## src/hdl/caa_cfg.svh

```systemverilog
`ifndef CAA_CFG_SVH
`define CAA_CFG_SVH
// register indices as printed; byte address is index times four
`define CAA_IDX_SUMMARY   10'h2c0
`define CAA_IDX_FLAGS     10'h2c1
`define CAA_IDX_MASK      10'h2c2
`define CAA_IDX_LANE      10'h2c4
`define CAA_IDX_CTRL      10'h2c8
`define CAA_IDX_IRQSTAT   10'h2c9
`define CAA_IDX_IRQMASK   10'h2ca
`define CAA_FLAGS_RST     6'h3f
`define CAA_MASK_RST      6'h3f
`define CAA_LANE_RST      16'hffff
`define CAA_BIT_FIFO      5
`define CAA_BIT_PLL       4
`define CAA_BIT_LINK      3
`define CAA_BIT_REALIGN   2
`define CAA_BIT_OSC       1
`define CAA_BIT_CLK       0
`define CAA_CTRL_PINSEL   0
`define CAA_CTRL_LINKEN   1
`define CAA_CTRL_ENC66    2
`define CAA_CTRL_SOFTRST  3
`define CAA_RESP_OKAY     2'h0
`define CAA_RESP_SLVERR   2'h2
`endif

```

## src/hdl/caa_pkg.sv

```systemverilog
package caa_pkg;
    typedef logic [5:0]  caa_flags_t;
    typedef logic [15:0] caa_lanes_t;
    typedef logic [31:0] caa_word_t;
endpackage
```

## src/hdl/caa_alarm_aggregator.sv

```systemverilog
`timescale 1ns/1ps
`include "caa_cfg.svh"
module caa_alarm_aggregator
    import caa_pkg::*;
(
    // clock and reset
    input  wire logic              ref_clk,
    input  wire logic              resetn,
    // axi4-lite write address
    input  wire logic [11:0]       s_axi_awaddr,
    input  wire logic              s_axi_awvalid,
    output logic                   s_axi_awready,
    // axi4-lite write data
    input  wire caa_pkg::caa_word_t s_axi_wdata,
    input  wire logic [3:0]        s_axi_wstrb,
    input  wire logic              s_axi_wvalid,
    output logic                   s_axi_wready,
    // axi4-lite write response
    output logic [1:0]             s_axi_bresp,
    output logic                   s_axi_bvalid,
    input  wire logic              s_axi_bready,
    // axi4-lite read
    input  wire logic [11:0]       s_axi_araddr,
    input  wire logic              s_axi_arvalid,
    output logic                   s_axi_arready,
    output caa_pkg::caa_word_t     s_axi_rdata,
    output logic [1:0]             s_axi_rresp,
    output logic                   s_axi_rvalid,
    input  wire logic              s_axi_rready,
    // alarm sources, from the converter's own clock domain
    input  wire caa_pkg::caa_lanes_t laneFifoErr,
    input  wire caa_pkg::caa_lanes_t laneActive,
    input  wire logic              pllLocked,
    input  wire logic              linkInDataState,
    input  wire logic              linkStartup,
    input  wire logic              linkRealign,
    input  wire logic              sysrefRealign,
    input  wire logic              oscSync,
    input  wire logic              oscPhaseMismatch,
    input  wire logic              dividerMismatch,
    // outputs
    output logic                   status_output_pin,
    output logic                   link_enable,
    output logic                   irq
);
    import caa_pkg::*;

    // register state
    caa_flags_t alarmFlags_r;
    caa_flags_t alarm_mask_bits_r;
    caa_lanes_t laneErr_r;
    logic [3:0] ctrl_r;
    logic [1:0] irqStat_r;
    logic [1:0] irqMask_r;
    logic       summary_r;
    logic       linkEnPrev_r;

    // bus state
    logic [9:0] awIdx_r;
    logic       awHeld_r;
    caa_word_t  wData_r;
    logic [3:0] wStrb_r;
    logic       wHeld_r;
    logic [9:0] arIdx_r;
    logic       arHeld_r;

    function automatic logic known(input logic [9:0] idx);
        known = (idx == `CAA_IDX_SUMMARY) || (idx == `CAA_IDX_FLAGS)
             || (idx == `CAA_IDX_MASK) || (idx == `CAA_IDX_LANE)
             || (idx == `CAA_IDX_CTRL) || (idx == `CAA_IDX_IRQSTAT)
             || (idx == `CAA_IDX_IRQMASK);
    endfunction

    // write path: take address and data in either order
    wire doWrite = awHeld_r && wHeld_r && !s_axi_bvalid;
    wire wrFlags = doWrite && awIdx_r == `CAA_IDX_FLAGS && wStrb_r[0];
    wire wrMask  = doWrite && awIdx_r == `CAA_IDX_MASK && wStrb_r[0];
    wire wrLaneL = doWrite && awIdx_r == `CAA_IDX_LANE && wStrb_r[0];
    wire wrLaneH = doWrite && awIdx_r == `CAA_IDX_LANE && wStrb_r[1];
    wire wrCtrl  = doWrite && awIdx_r == `CAA_IDX_CTRL && wStrb_r[0];
    wire wrIrqM  = doWrite && awIdx_r == `CAA_IDX_IRQMASK && wStrb_r[0];

    wire doRead  = arHeld_r && !s_axi_rvalid;
    wire rdIrqSt = doRead && arIdx_r == `CAA_IDX_IRQSTAT;

    // soft reset is a self-clearing control bit
    wire softRst = ctrl_r[`CAA_CTRL_SOFTRST];
    wire linkEn  = ctrl_r[`CAA_CTRL_LINKEN];
    wire enc66   = ctrl_r[`CAA_CTRL_ENC66];

    // set terms, each the cause of its flag
    caa_lanes_t laneSet;
    caa_flags_t flagSet;
    assign laneSet = laneFifoErr & laneActive;
    assign flagSet[`CAA_BIT_FIFO]    = |laneSet;
    assign flagSet[`CAA_BIT_PLL]     = !pllLocked;
    assign flagSet[`CAA_BIT_LINK]    = enc66
        ? (linkStartup || linkRealign
           || (linkEn && !linkEnPrev_r))
        : (linkEn && !linkInDataState);
    assign flagSet[`CAA_BIT_REALIGN] = sysrefRealign;
    assign flagSet[`CAA_BIT_OSC]     = !linkEn || oscSync
                                     || oscPhaseMismatch;
    assign flagSet[`CAA_BIT_CLK]     = dividerMismatch;

    // clear terms; a set in the same cycle wins
    caa_flags_t flagClr;
    caa_lanes_t laneClr;
    assign flagClr = wrFlags ? wData_r[5:0] : '0;
    assign laneClr = {wrLaneH ? wData_r[15:8] : 8'h00,
                      wrLaneL ? wData_r[7:0] : 8'h00}
                   | {16{flagClr[`CAA_BIT_FIFO]}};

    caa_flags_t alarmFlags_nxt;
    caa_lanes_t laneErr_nxt;
    assign alarmFlags_nxt = softRst ? `CAA_FLAGS_RST
        : (alarmFlags_r & ~flagClr) | flagSet;
    assign laneErr_nxt = softRst ? `CAA_LANE_RST
        : (laneErr_r & ~laneClr) | laneSet;

    // the summary follows a mask written in the same cycle, so the
    // read-only bit never lags the mask register by a clock
    caa_flags_t alarmMask_nxt;
    assign alarmMask_nxt = softRst ? `CAA_MASK_RST
        : (wrMask ? wData_r[5:0] : alarm_mask_bits_r);
    wire summary_nxt = |(alarmFlags_nxt & ~alarmMask_nxt);

    // interrupt events: summary rising and any fifo error on a lane set in laneActive
    wire [1:0] irqEv = {|laneSet, summary_nxt & !summary_r};
    wire [1:0] irqStat_nxt = (rdIrqSt ? 2'h0 : irqStat_r) | irqEv;

    always_ff @(posedge ref_clk or negedge resetn) begin
        if (!resetn) begin
            alarmFlags_r      <= `CAA_FLAGS_RST;
            alarm_mask_bits_r <= `CAA_MASK_RST;
            laneErr_r         <= `CAA_LANE_RST;
            summary_r         <= 1'b0;
            irqStat_r         <= 2'h0;
            linkEnPrev_r      <= 1'b0;
        end else begin
            alarmFlags_r      <= alarmFlags_nxt;
            laneErr_r         <= laneErr_nxt;
            summary_r         <= summary_nxt;
            irqStat_r         <= irqStat_nxt;
            linkEnPrev_r      <= linkEn;
            alarm_mask_bits_r <= alarmMask_nxt;
        end
    end

    always_ff @(posedge ref_clk or negedge resetn) begin
        if (!resetn) begin
            ctrl_r    <= 4'h0;
            irqMask_r <= 2'h0;
        end else begin
            if (wrCtrl)
                ctrl_r <= wData_r[3:0];
            else
                ctrl_r[`CAA_CTRL_SOFTRST] <= 1'b0;
            if (wrIrqM)
                irqMask_r <= wData_r[1:0];
        end
    end

    // pin outputs: each registered one cycle after its source register
    always_ff @(posedge ref_clk or negedge resetn) begin
        if (!resetn) begin
            status_output_pin <= 1'b0;
            link_enable       <= 1'b0;
            irq               <= 1'b0;
        end else begin
            status_output_pin <= ctrl_r[`CAA_CTRL_PINSEL]
                               & summary_r;
            link_enable       <= linkEn;
            irq               <= |(irqStat_r & irqMask_r);
        end
    end

    // axi write channel
    always_ff @(posedge ref_clk or negedge resetn) begin
        if (!resetn) begin
            awHeld_r      <= 1'b0;
            wHeld_r       <= 1'b0;
            awIdx_r       <= 10'h000;
            wData_r       <= '0;
            wStrb_r       <= 4'h0;
            s_axi_awready <= 1'b0;
            s_axi_wready  <= 1'b0;
            s_axi_bvalid  <= 1'b0;
            s_axi_bresp   <= `CAA_RESP_OKAY;
        end else begin
            s_axi_awready <= !awHeld_r && !s_axi_awready && s_axi_awvalid;
            s_axi_wready  <= !wHeld_r && !s_axi_wready && s_axi_wvalid;
            if (s_axi_awvalid && s_axi_awready) begin
                awHeld_r <= 1'b1;
                awIdx_r  <= s_axi_awaddr[11:2];
            end
            if (s_axi_wvalid && s_axi_wready) begin
                wHeld_r <= 1'b1;
                wData_r <= s_axi_wdata;
                wStrb_r <= s_axi_wstrb;
            end
            if (doWrite) begin
                awHeld_r     <= 1'b0;
                wHeld_r      <= 1'b0;
                s_axi_bvalid <= 1'b1;
                s_axi_bresp  <= known(awIdx_r) ? `CAA_RESP_OKAY
                                               : `CAA_RESP_SLVERR;
            end else if (s_axi_bready) begin
                s_axi_bvalid <= 1'b0;
            end
        end
    end

    // read data mux
    caa_word_t rdWord;
    always_comb begin
        rdWord = '0;
        unique case (arIdx_r)
            `CAA_IDX_SUMMARY: rdWord[0]    = summary_r;
            `CAA_IDX_FLAGS:   rdWord[5:0]  = alarmFlags_r;
            `CAA_IDX_MASK:    rdWord[5:0]  = alarm_mask_bits_r;
            `CAA_IDX_LANE:    rdWord[15:0] = laneErr_r;
            `CAA_IDX_CTRL:    rdWord[3:0]  = ctrl_r;
            `CAA_IDX_IRQSTAT: rdWord[1:0]  = irqStat_r;
            `CAA_IDX_IRQMASK: rdWord[1:0]  = irqMask_r;
            default:          rdWord       = '0;
        endcase
    end

    // axi read channel
    always_ff @(posedge ref_clk or negedge resetn) begin
        if (!resetn) begin
            arHeld_r      <= 1'b0;
            arIdx_r       <= 10'h000;
            s_axi_arready <= 1'b0;
            s_axi_rvalid  <= 1'b0;
            s_axi_rdata   <= '0;
            s_axi_rresp   <= `CAA_RESP_OKAY;
        end else begin
            s_axi_arready <= !arHeld_r && !s_axi_arready && s_axi_arvalid;
            if (s_axi_arvalid && s_axi_arready) begin
                arHeld_r <= 1'b1;
                arIdx_r  <= s_axi_araddr[11:2];
            end
            if (doRead) begin
                arHeld_r     <= 1'b0;
                s_axi_rvalid <= 1'b1;
                s_axi_rdata  <= rdWord;
                s_axi_rresp  <= known(arIdx_r) ? `CAA_RESP_OKAY
                                               : `CAA_RESP_SLVERR;
            end else if (s_axi_rready) begin
                s_axi_rvalid <= 1'b0;
            end
        end
    end

    // checks
    property p_summary;
        @(posedge ref_clk) disable iff (!resetn)
        summary_r == |(alarmFlags_r & ~alarm_mask_bits_r);
    endproperty
    a_summary: assert property (p_summary)
        else $error("summary bit disagrees with flags and mask");

    property p_pin;
        @(posedge ref_clk) disable iff (!resetn)
        ##1 status_output_pin == ($past(ctrl_r[`CAA_CTRL_PINSEL])
                                  && $past(summary_r));
    endproperty
    a_pin: assert property (p_pin)
        else $error("status pin does not follow summary");

    property p_fifo;
        @(posedge ref_clk) disable iff (!resetn)
        |(laneFifoErr & laneActive)
            |=> alarmFlags_r[`CAA_BIT_FIFO] && laneErr_r != 0;
    endproperty
    a_fifo: assert property (p_fifo)
        else $error("lane fifo error not flagged");

    property p_pll;
        @(posedge ref_clk) disable iff (!resetn)
        !pllLocked |=> alarmFlags_r[`CAA_BIT_PLL];
    endproperty
    a_pll: assert property (p_pll)
        else $error("pll unlock not flagged");

    property p_link8;
        @(posedge ref_clk) disable iff (!resetn)
        !enc66 && linkEn && !linkInDataState |=> alarmFlags_r[`CAA_BIT_LINK];
    endproperty
    a_link8: assert property (p_link8)
        else $error("link flag missing in 8b/10b mode");

    property p_link66;
        @(posedge ref_clk) disable iff (!resetn)
        enc66 && (linkStartup || linkRealign) |=> alarmFlags_r[`CAA_BIT_LINK];
    endproperty
    a_link66: assert property (p_link66)
        else $error("link flag missing in 64b/66b mode");

    property p_realign;
        @(posedge ref_clk) disable iff (!resetn)
        sysrefRealign |=> alarmFlags_r[`CAA_BIT_REALIGN];
    endproperty
    a_realign: assert property (p_realign)
        else $error("clock realignment not flagged");

    property p_osc;
        @(posedge ref_clk) disable iff (!resetn)
        (!linkEn || oscSync || oscPhaseMismatch)
            |=> alarmFlags_r[`CAA_BIT_OSC];
    endproperty
    a_osc: assert property (p_osc)
        else $error("oscillator upset not flagged");

    property p_clear;
        @(posedge ref_clk) disable iff (!resetn)
        wrFlags && wData_r[`CAA_BIT_CLK] && !dividerMismatch && !softRst
            |=> !alarmFlags_r[`CAA_BIT_CLK];
    endproperty
    a_clear: assert property (p_clear)
        else $error("write one did not clear divider flag");

    property p_sticky;
        @(posedge ref_clk) disable iff (!resetn)
        alarmFlags_r[`CAA_BIT_REALIGN]
            && !(wrFlags && wData_r[`CAA_BIT_REALIGN])
            |=> alarmFlags_r[`CAA_BIT_REALIGN];
    endproperty
    a_sticky: assert property (p_sticky)
        else $error("realign flag dropped without a clear");

    property p_softrst;
        @(posedge ref_clk) disable iff (!resetn)
        softRst |=> alarmFlags_r == `CAA_FLAGS_RST
                    && alarm_mask_bits_r == `CAA_MASK_RST;
    endproperty
    a_softrst: assert property (p_softrst)
        else $error("soft reset did not restore flags and mask");
endmodule

```

## config.mk

```make
export PLATFORM = sky130hd
export DESIGN_NAME = caa_alarm_aggregator
export DESIGN_NICKNAME = d
export VERILOG_FILES = /design/src/hdl/caa_pkg.sv /design/src/hdl/caa_alarm_aggregator.sv
export VERILOG_INCLUDE_DIRS = /design/src /design/src/hdl
export SDC_FILE = /design/constraint.sdc
export NUM_CORES = 1
export LEC_CHECK = 0
export ABC_AREA = 1
export BUFFER_PORTS_ARGS = -buffer_cell sky130_fd_sc_hd__clkbuf_2
export CAP_MARGIN = 20
export CORE_AREA = 2 2 98 100
export DETAILED_ROUTE_END_ITERATION = 10
export DIE_AREA = 0 0 100 102
export HOLD_SLACK_MARGIN = 0.03
export PLACE_DENSITY = 0.83
export SLEW_MARGIN = 20
export SYNTH_ARGS = -nofsm -noshare
export SYNTH_HDL_FRONTEND = slang
export SYNTH_SLANG_ARGS = --single-unit
```

## constraint.sdc

```tcl
create_clock -name ref_clk -period 4.5 [get_ports ref_clk]
set_input_delay 0.675 -clock ref_clk [delete_from_list [all_inputs] [get_ports ref_clk]]
set_output_delay 0.675 -clock ref_clk [all_outputs]
set_load 0.01 [all_outputs]
```

* Yosys cells after proc, flatten, opt, wreduce, memory -nomap -nowiden
Index checks and enable logic that the tools add are counted. Widths: inputs -> output; s select.
Word-level totals: register bits 106
Cells by class: equality and inequality tests 14, muxes and demuxes 27, bitwise logic cells 14, reduce and logical (&&, ||, !) cells 63
Operators by type and width (number):
- $eq 10x10->1 const B | 14
- $and 16x16->16 | 2
- $or 16x16->16 | 2
- $logic_and 1x1->1 | 26
- $mux 6 | 4
- $logic_or 1x1->1 | 16
- $mux 16 | 1
- $mux 8 | 2
- $not 16->16 | 1
- $reduce_or 16->1 | 1
- $logic_not 1->1 | 13
- $and 6x6->6 | 2
- $mux 1 | 12
- $not 6->6 | 2
- $mux 10 | 1
- $reduce_bool 2->1 | 5
- $pmux 2 s4 | 1
- $pmux 1 s7 | 1
- $mux 2 | 3
- $or 6x6->6 | 1
- $pmux 1 s6 | 1
- $pmux 2 s3 | 1
- $reduce_or 6->1 | 1
- $and 1x1->1 | 2
- 3 further kinds | 3

* Longest topological paths before layout
depth after elaboration 13, depth in mapped cells 14

* Least setup slack after synthesis
No wires, ideal clock.
path kind in2reg, start point in laneFifoErr[8], end point reg irqStat_r[0], data required time 4380 ps, data arrival time 1475 ps, cell stages on the path 11, setup slack 2904 ps, path through nand2_1 -> nand4_1 -> nor2_1 -> and2_0 -> nand2_1 -> nand2_1 -> nand2_1 -> nor2_2 -> nand2_2 -> nand2_1 -> nand2_1
On the way: word-level cells in the longest chain between the ends 8
Ends and longest elaborated chain:
- start: declaration | RTL line caa_alarm_aggregator.sv:31 | input wire caa_pkg::caa_lanes_t laneFifoErr,
- $and 16x16->16 | RTL line caa_alarm_aggregator.sv:94 | assign laneSet = laneFifoErr & laneActive;
- $reduce_or 16->1 | RTL line caa_alarm_aggregator.sv:95 | assign flagSet[`CAA_BIT_FIFO] = |laneSet;
- $or 6x6->6 | RTL line caa_alarm_aggregator.sv:117 | : (alarmFlags_r & ~flagClr) | flagSet;
- $mux 6 | RTL line caa_alarm_aggregator.sv:116 | assign alarmFlags_nxt = softRst ? `CAA_FLAGS_RST
- $and 6x6->6 | RTL line caa_alarm_aggregator.sv:126 | wire summary_nxt = |(alarmFlags_nxt & ~alarmMask_nxt);
- $reduce_or 6->1 | RTL line caa_alarm_aggregator.sv:126
- named net summary_nxt | RTL line caa_alarm_aggregator.sv:126
- $and 1x1->1 | RTL line caa_alarm_aggregator.sv:129 | wire [1:0] irqEv = {|laneSet, summary_nxt & !summary_r};
- $or 2x2->2 | RTL line caa_alarm_aggregator.sv:130 | wire [1:0] irqStat_nxt = (rdIrqSt ? 2'h0 : irqStat_r) | irqEv;
- named net irqStat_nxt[0] | RTL line caa_alarm_aggregator.sv:130
- end signal: assignment | RTL line caa_alarm_aggregator.sv:144 | irqStat_r <= irqStat_nxt;
- end: declaration | RTL line caa_alarm_aggregator.sv:53 | logic [1:0] irqStat_r;
The timed path passes the listed nets, and every way through them passes these cells. A chain may end at the register's enable or synchronous reset.

* Worst setup path in the final report
start point reg ctrl_r[3], end point reg irqStat_r[0]
On the way: elaborated cells on any way between the ends 7
RTL lines:
- start: declaration | RTL line caa_alarm_aggregator.sv:52 | logic [3:0] ctrl_r;
- start signal: assignment | RTL line caa_alarm_aggregator.sv:156 | ctrl_r <= wData_r[3:0];
- $mux 6 | RTL line caa_alarm_aggregator.sv:116
- named net alarmFlags_nxt[3] | RTL line caa_alarm_aggregator.sv:114 | caa_flags_t alarmFlags_nxt;
- $and 6x6->6 | RTL line caa_alarm_aggregator.sv:126
- $reduce_or 6->1 | RTL line caa_alarm_aggregator.sv:126
- named net summary_nxt | RTL line caa_alarm_aggregator.sv:126
- $and 1x1->1 | RTL line caa_alarm_aggregator.sv:129
- $or 2x2->2 | RTL line caa_alarm_aggregator.sv:130
- named net irqStat_nxt[0] | RTL line caa_alarm_aggregator.sv:130
The timed path passes the listed nets, and every way through them passes these cells.

==> reports/metrics.yaml <==
critical_path:
  slowest_delay_ns: 0.58
  cp_common_cell: "nand2_1"
  crit_path_end_kind: "register"
  setup.worst_path.class: "reg -> reg"
  cp-start-kind: "register"
  critPathMaxFanout: 26
  critPathRequiredTime_ns: 4.76
  cp_slowest_cell: "inv_1"
  cp_data_arrival_time_ns: 2.25
  crit_family: "buffers and inverters"
  crit_chain: "inv_1, o31ai_1, a21oi_1, nand2_2, nand2_1, nand2_1, nor2_2, nand2_2, nand2_1, nand2_1"
  path_buf_inv: 1
  reg2reg_slack_ns: 2.51
floorplanning:
  initial_core_util: 0.538
  die_h_um: 102
  die_w_um: 100
  core_um2: 9110
  io-pin-count: 151
  dieArea_um2: 10200
  rows: 35
clocking:
  cts.sink_count: 104
  hold_buffers: 0
  cts_root_buf: "clkbuf_8"
  cts_buffer_depth: 2
  cts_made_buffers: 9
  cts_tree: "done"
  post_cts_resized: 0
  clk_pin_slew_ns: 0.10
  clk_latency_ns: 0.37
  postCtsSetupBuffers: 0
  cts-htree-levels: 3
final_layout:
  antenna_cells: 0
  fill_cells: 772
  final-instance-count-excl-fill: 803
  final_util: 0.624
  drive_above_1_share: 0.257
  nets: 794
  area_growth_pct: 16.1
yosys:
  synth_top_area_frac: 0.388
  netlist_instances: 578
  avgSynthCellArea_um2: 8.47
  synth.area.top_cells: "dfrtp_1 (39%), dfstp_2 (15%), nand2_1 (14%)"
  synth_common_cells: "nand2_1 (177), dfrtp_1 (76), o21ai_0 (55), inv_1 (53), nand3_1 (48)"
  ys.flop_type: "dfrtp_1"
  yosysMostFrequentCell: "nand2_1"
  yosys_warnings: 0
  ys_types: 35
  synth_edf_count: 0
  postSynth.asyncResetShare: 1.00
  yosys.area.top_type: "dfrtp_1"
  syn_area_um2: 4900
  synth_seq_cells: 104
  yosysSeqAreaShare: 0.539
sta:
  finalCritPeriodShare: 0.442
  fin_skew_ns: 0.0113
  hold_viol_final: 0
  slew_viol_final: 0
  worst_pin_slew_ns: 0.915
  fmax_ghz: 0.502
  rsz0062_at_grt: "false"
  relSlewSlack: 0.385
  period_minus_slack_ns: 1.99
  finalSetupViolations: 0
  fin_tns_setup_ns: 0
  setup_ws_ns: 2.51
placed_design:
  pre_cts_slack_ns: 2.54
  dp.cells: 787
  dp_hpwl_um: 8450
  port_buffers: 110
  gp_congestion: 0.915
grt:
  grtUsageTotal: 0.233
  grt_pass1_vias: 4154
  grt_overflow: 0
  grt_pass1_wl_um: 18800
  grt_max_degree: 83
  antenna_found_initial: 0
pwr:
  ir_drop_v: 0.000271
  p_leak_nw: 3.00
  cellPowerDensity_nw_per_um2: 455
detailed_routing:
  ant_nets: 0
  viasPerCell: 5.36
  remaining_drc_errors: 0
  wire_per_inst_um: 14.0
  firstDrtPassIters: 5
  finalWirelength_um: 11300
  num_vias: 4308
  drtIter0Drc: 178
job:
  maxCapViolCount: 0
status:
  status: "finished, final reports clean"
hold_path:
  hold_class: "in -> async"
==> per-stage QoR <==
step | hold WS, ns | instance area, um2 | total power, W
finish | 0.326 | 5680 | 0.00258
global route | 0.395 | 5680 | 0.00275
CTS | 0.421 | 5680 | 0.00260
detailed placement | 0.397 | 5470 | 0.00199
global placement | 0.390 | 5470 | 0.00195
floorplan | 0.374 | 4960 | 0.00177
==> final timing paths <==
check | depth (start not counted) | startpoint | end
max | 10 | ctrl_r[3]$_DFF_PN0_ | irqStat_r[0]$_DFF_PN0_
min | 1 | resetn | ctrl_r[0]$_DFFE_PN0P_
max reg2reg | 10 | ctrl_r[3]$_DFF_PN0_ | irqStat_r[0]$_DFF_PN0_
min reg2reg | 0 | ctrl_r[1]$_DFFE_PN0P_ | link_enable$_DFF_PN0_
max in group asynchronous | 2 | resetn | link_enable$_DFF_PN0_
min in group ref_clk | 0 | ctrl_r[1]$_DFFE_PN0P_ | link_enable$_DFF_PN0_
==> flip-flops by register name, indices dropped and copies added (netlist names), 2 cells and up <==
name,flops
irqMask_r,2
arIdx_r,10
wStrb_r,2
laneErr_r,16
ctrl_r,4
irqStat_r,2
alarm_mask_bits_r,6
s_axi_rdata,16
awIdx_r,10
wData_r,16
alarmFlags_r,6
==> final cells by class <==
type | count | area [um2] | area share
Timing Repair Buffer | 111 | 564 | 0.0993
Clock buffer | 9 | 124 | 0.0218
Inverter | 59 | 221 | 0.0390
Multi-Input combinational cell | 402 | 1910 | 0.336
Sequential cell | 104 | 2640 | 0.464
Tap cell | 111 | 139 | 0.0244
Clock inverter | 7 | 87.6 | 0.0154
==> power breakdown <==
part | switching (W) | leakage, nW | internal, W
logic | 0.000480 | 1.63 | 0.000207
clock network | 0.000338 | 0.108 | 0.000270
registers | 0.000146 | 1.26 | 0.00114
==> cells by family after synthesis <==
logic type	Yosys count	share of synthesized area
buf+inv	89	0.0843
compound gates	76	0.0851
flops	104	0.539
simple gates	308	0.291
other cells	1	0.000766
==> per-layer routing <==
metal  wire length [um]  GRT usage  vias to the layer above
met2               5350      0.385                      183
li1                   -          -                     2071
met1               4910      0.304                     2024
met4                245     0.0843                        0
met5                  0          0                        -
met3                752     0.0561                       30
==> placed cells by master, fill, tap and decap left out, types with 5 or more instances in the layout <==
cell type and count:
clkbuf_2 109, nor2_1 32, clkbuf_8 9, o22ai_1 6
dfrtp_1 76, nand4_1 22, nand3_1 48, o21ai_0 55
conb_1 18, nand2_1 177, dfstp_2 28, inv_1 53
o211ai_1 5
Note: power is estimated with default switching activity, not from simulation.
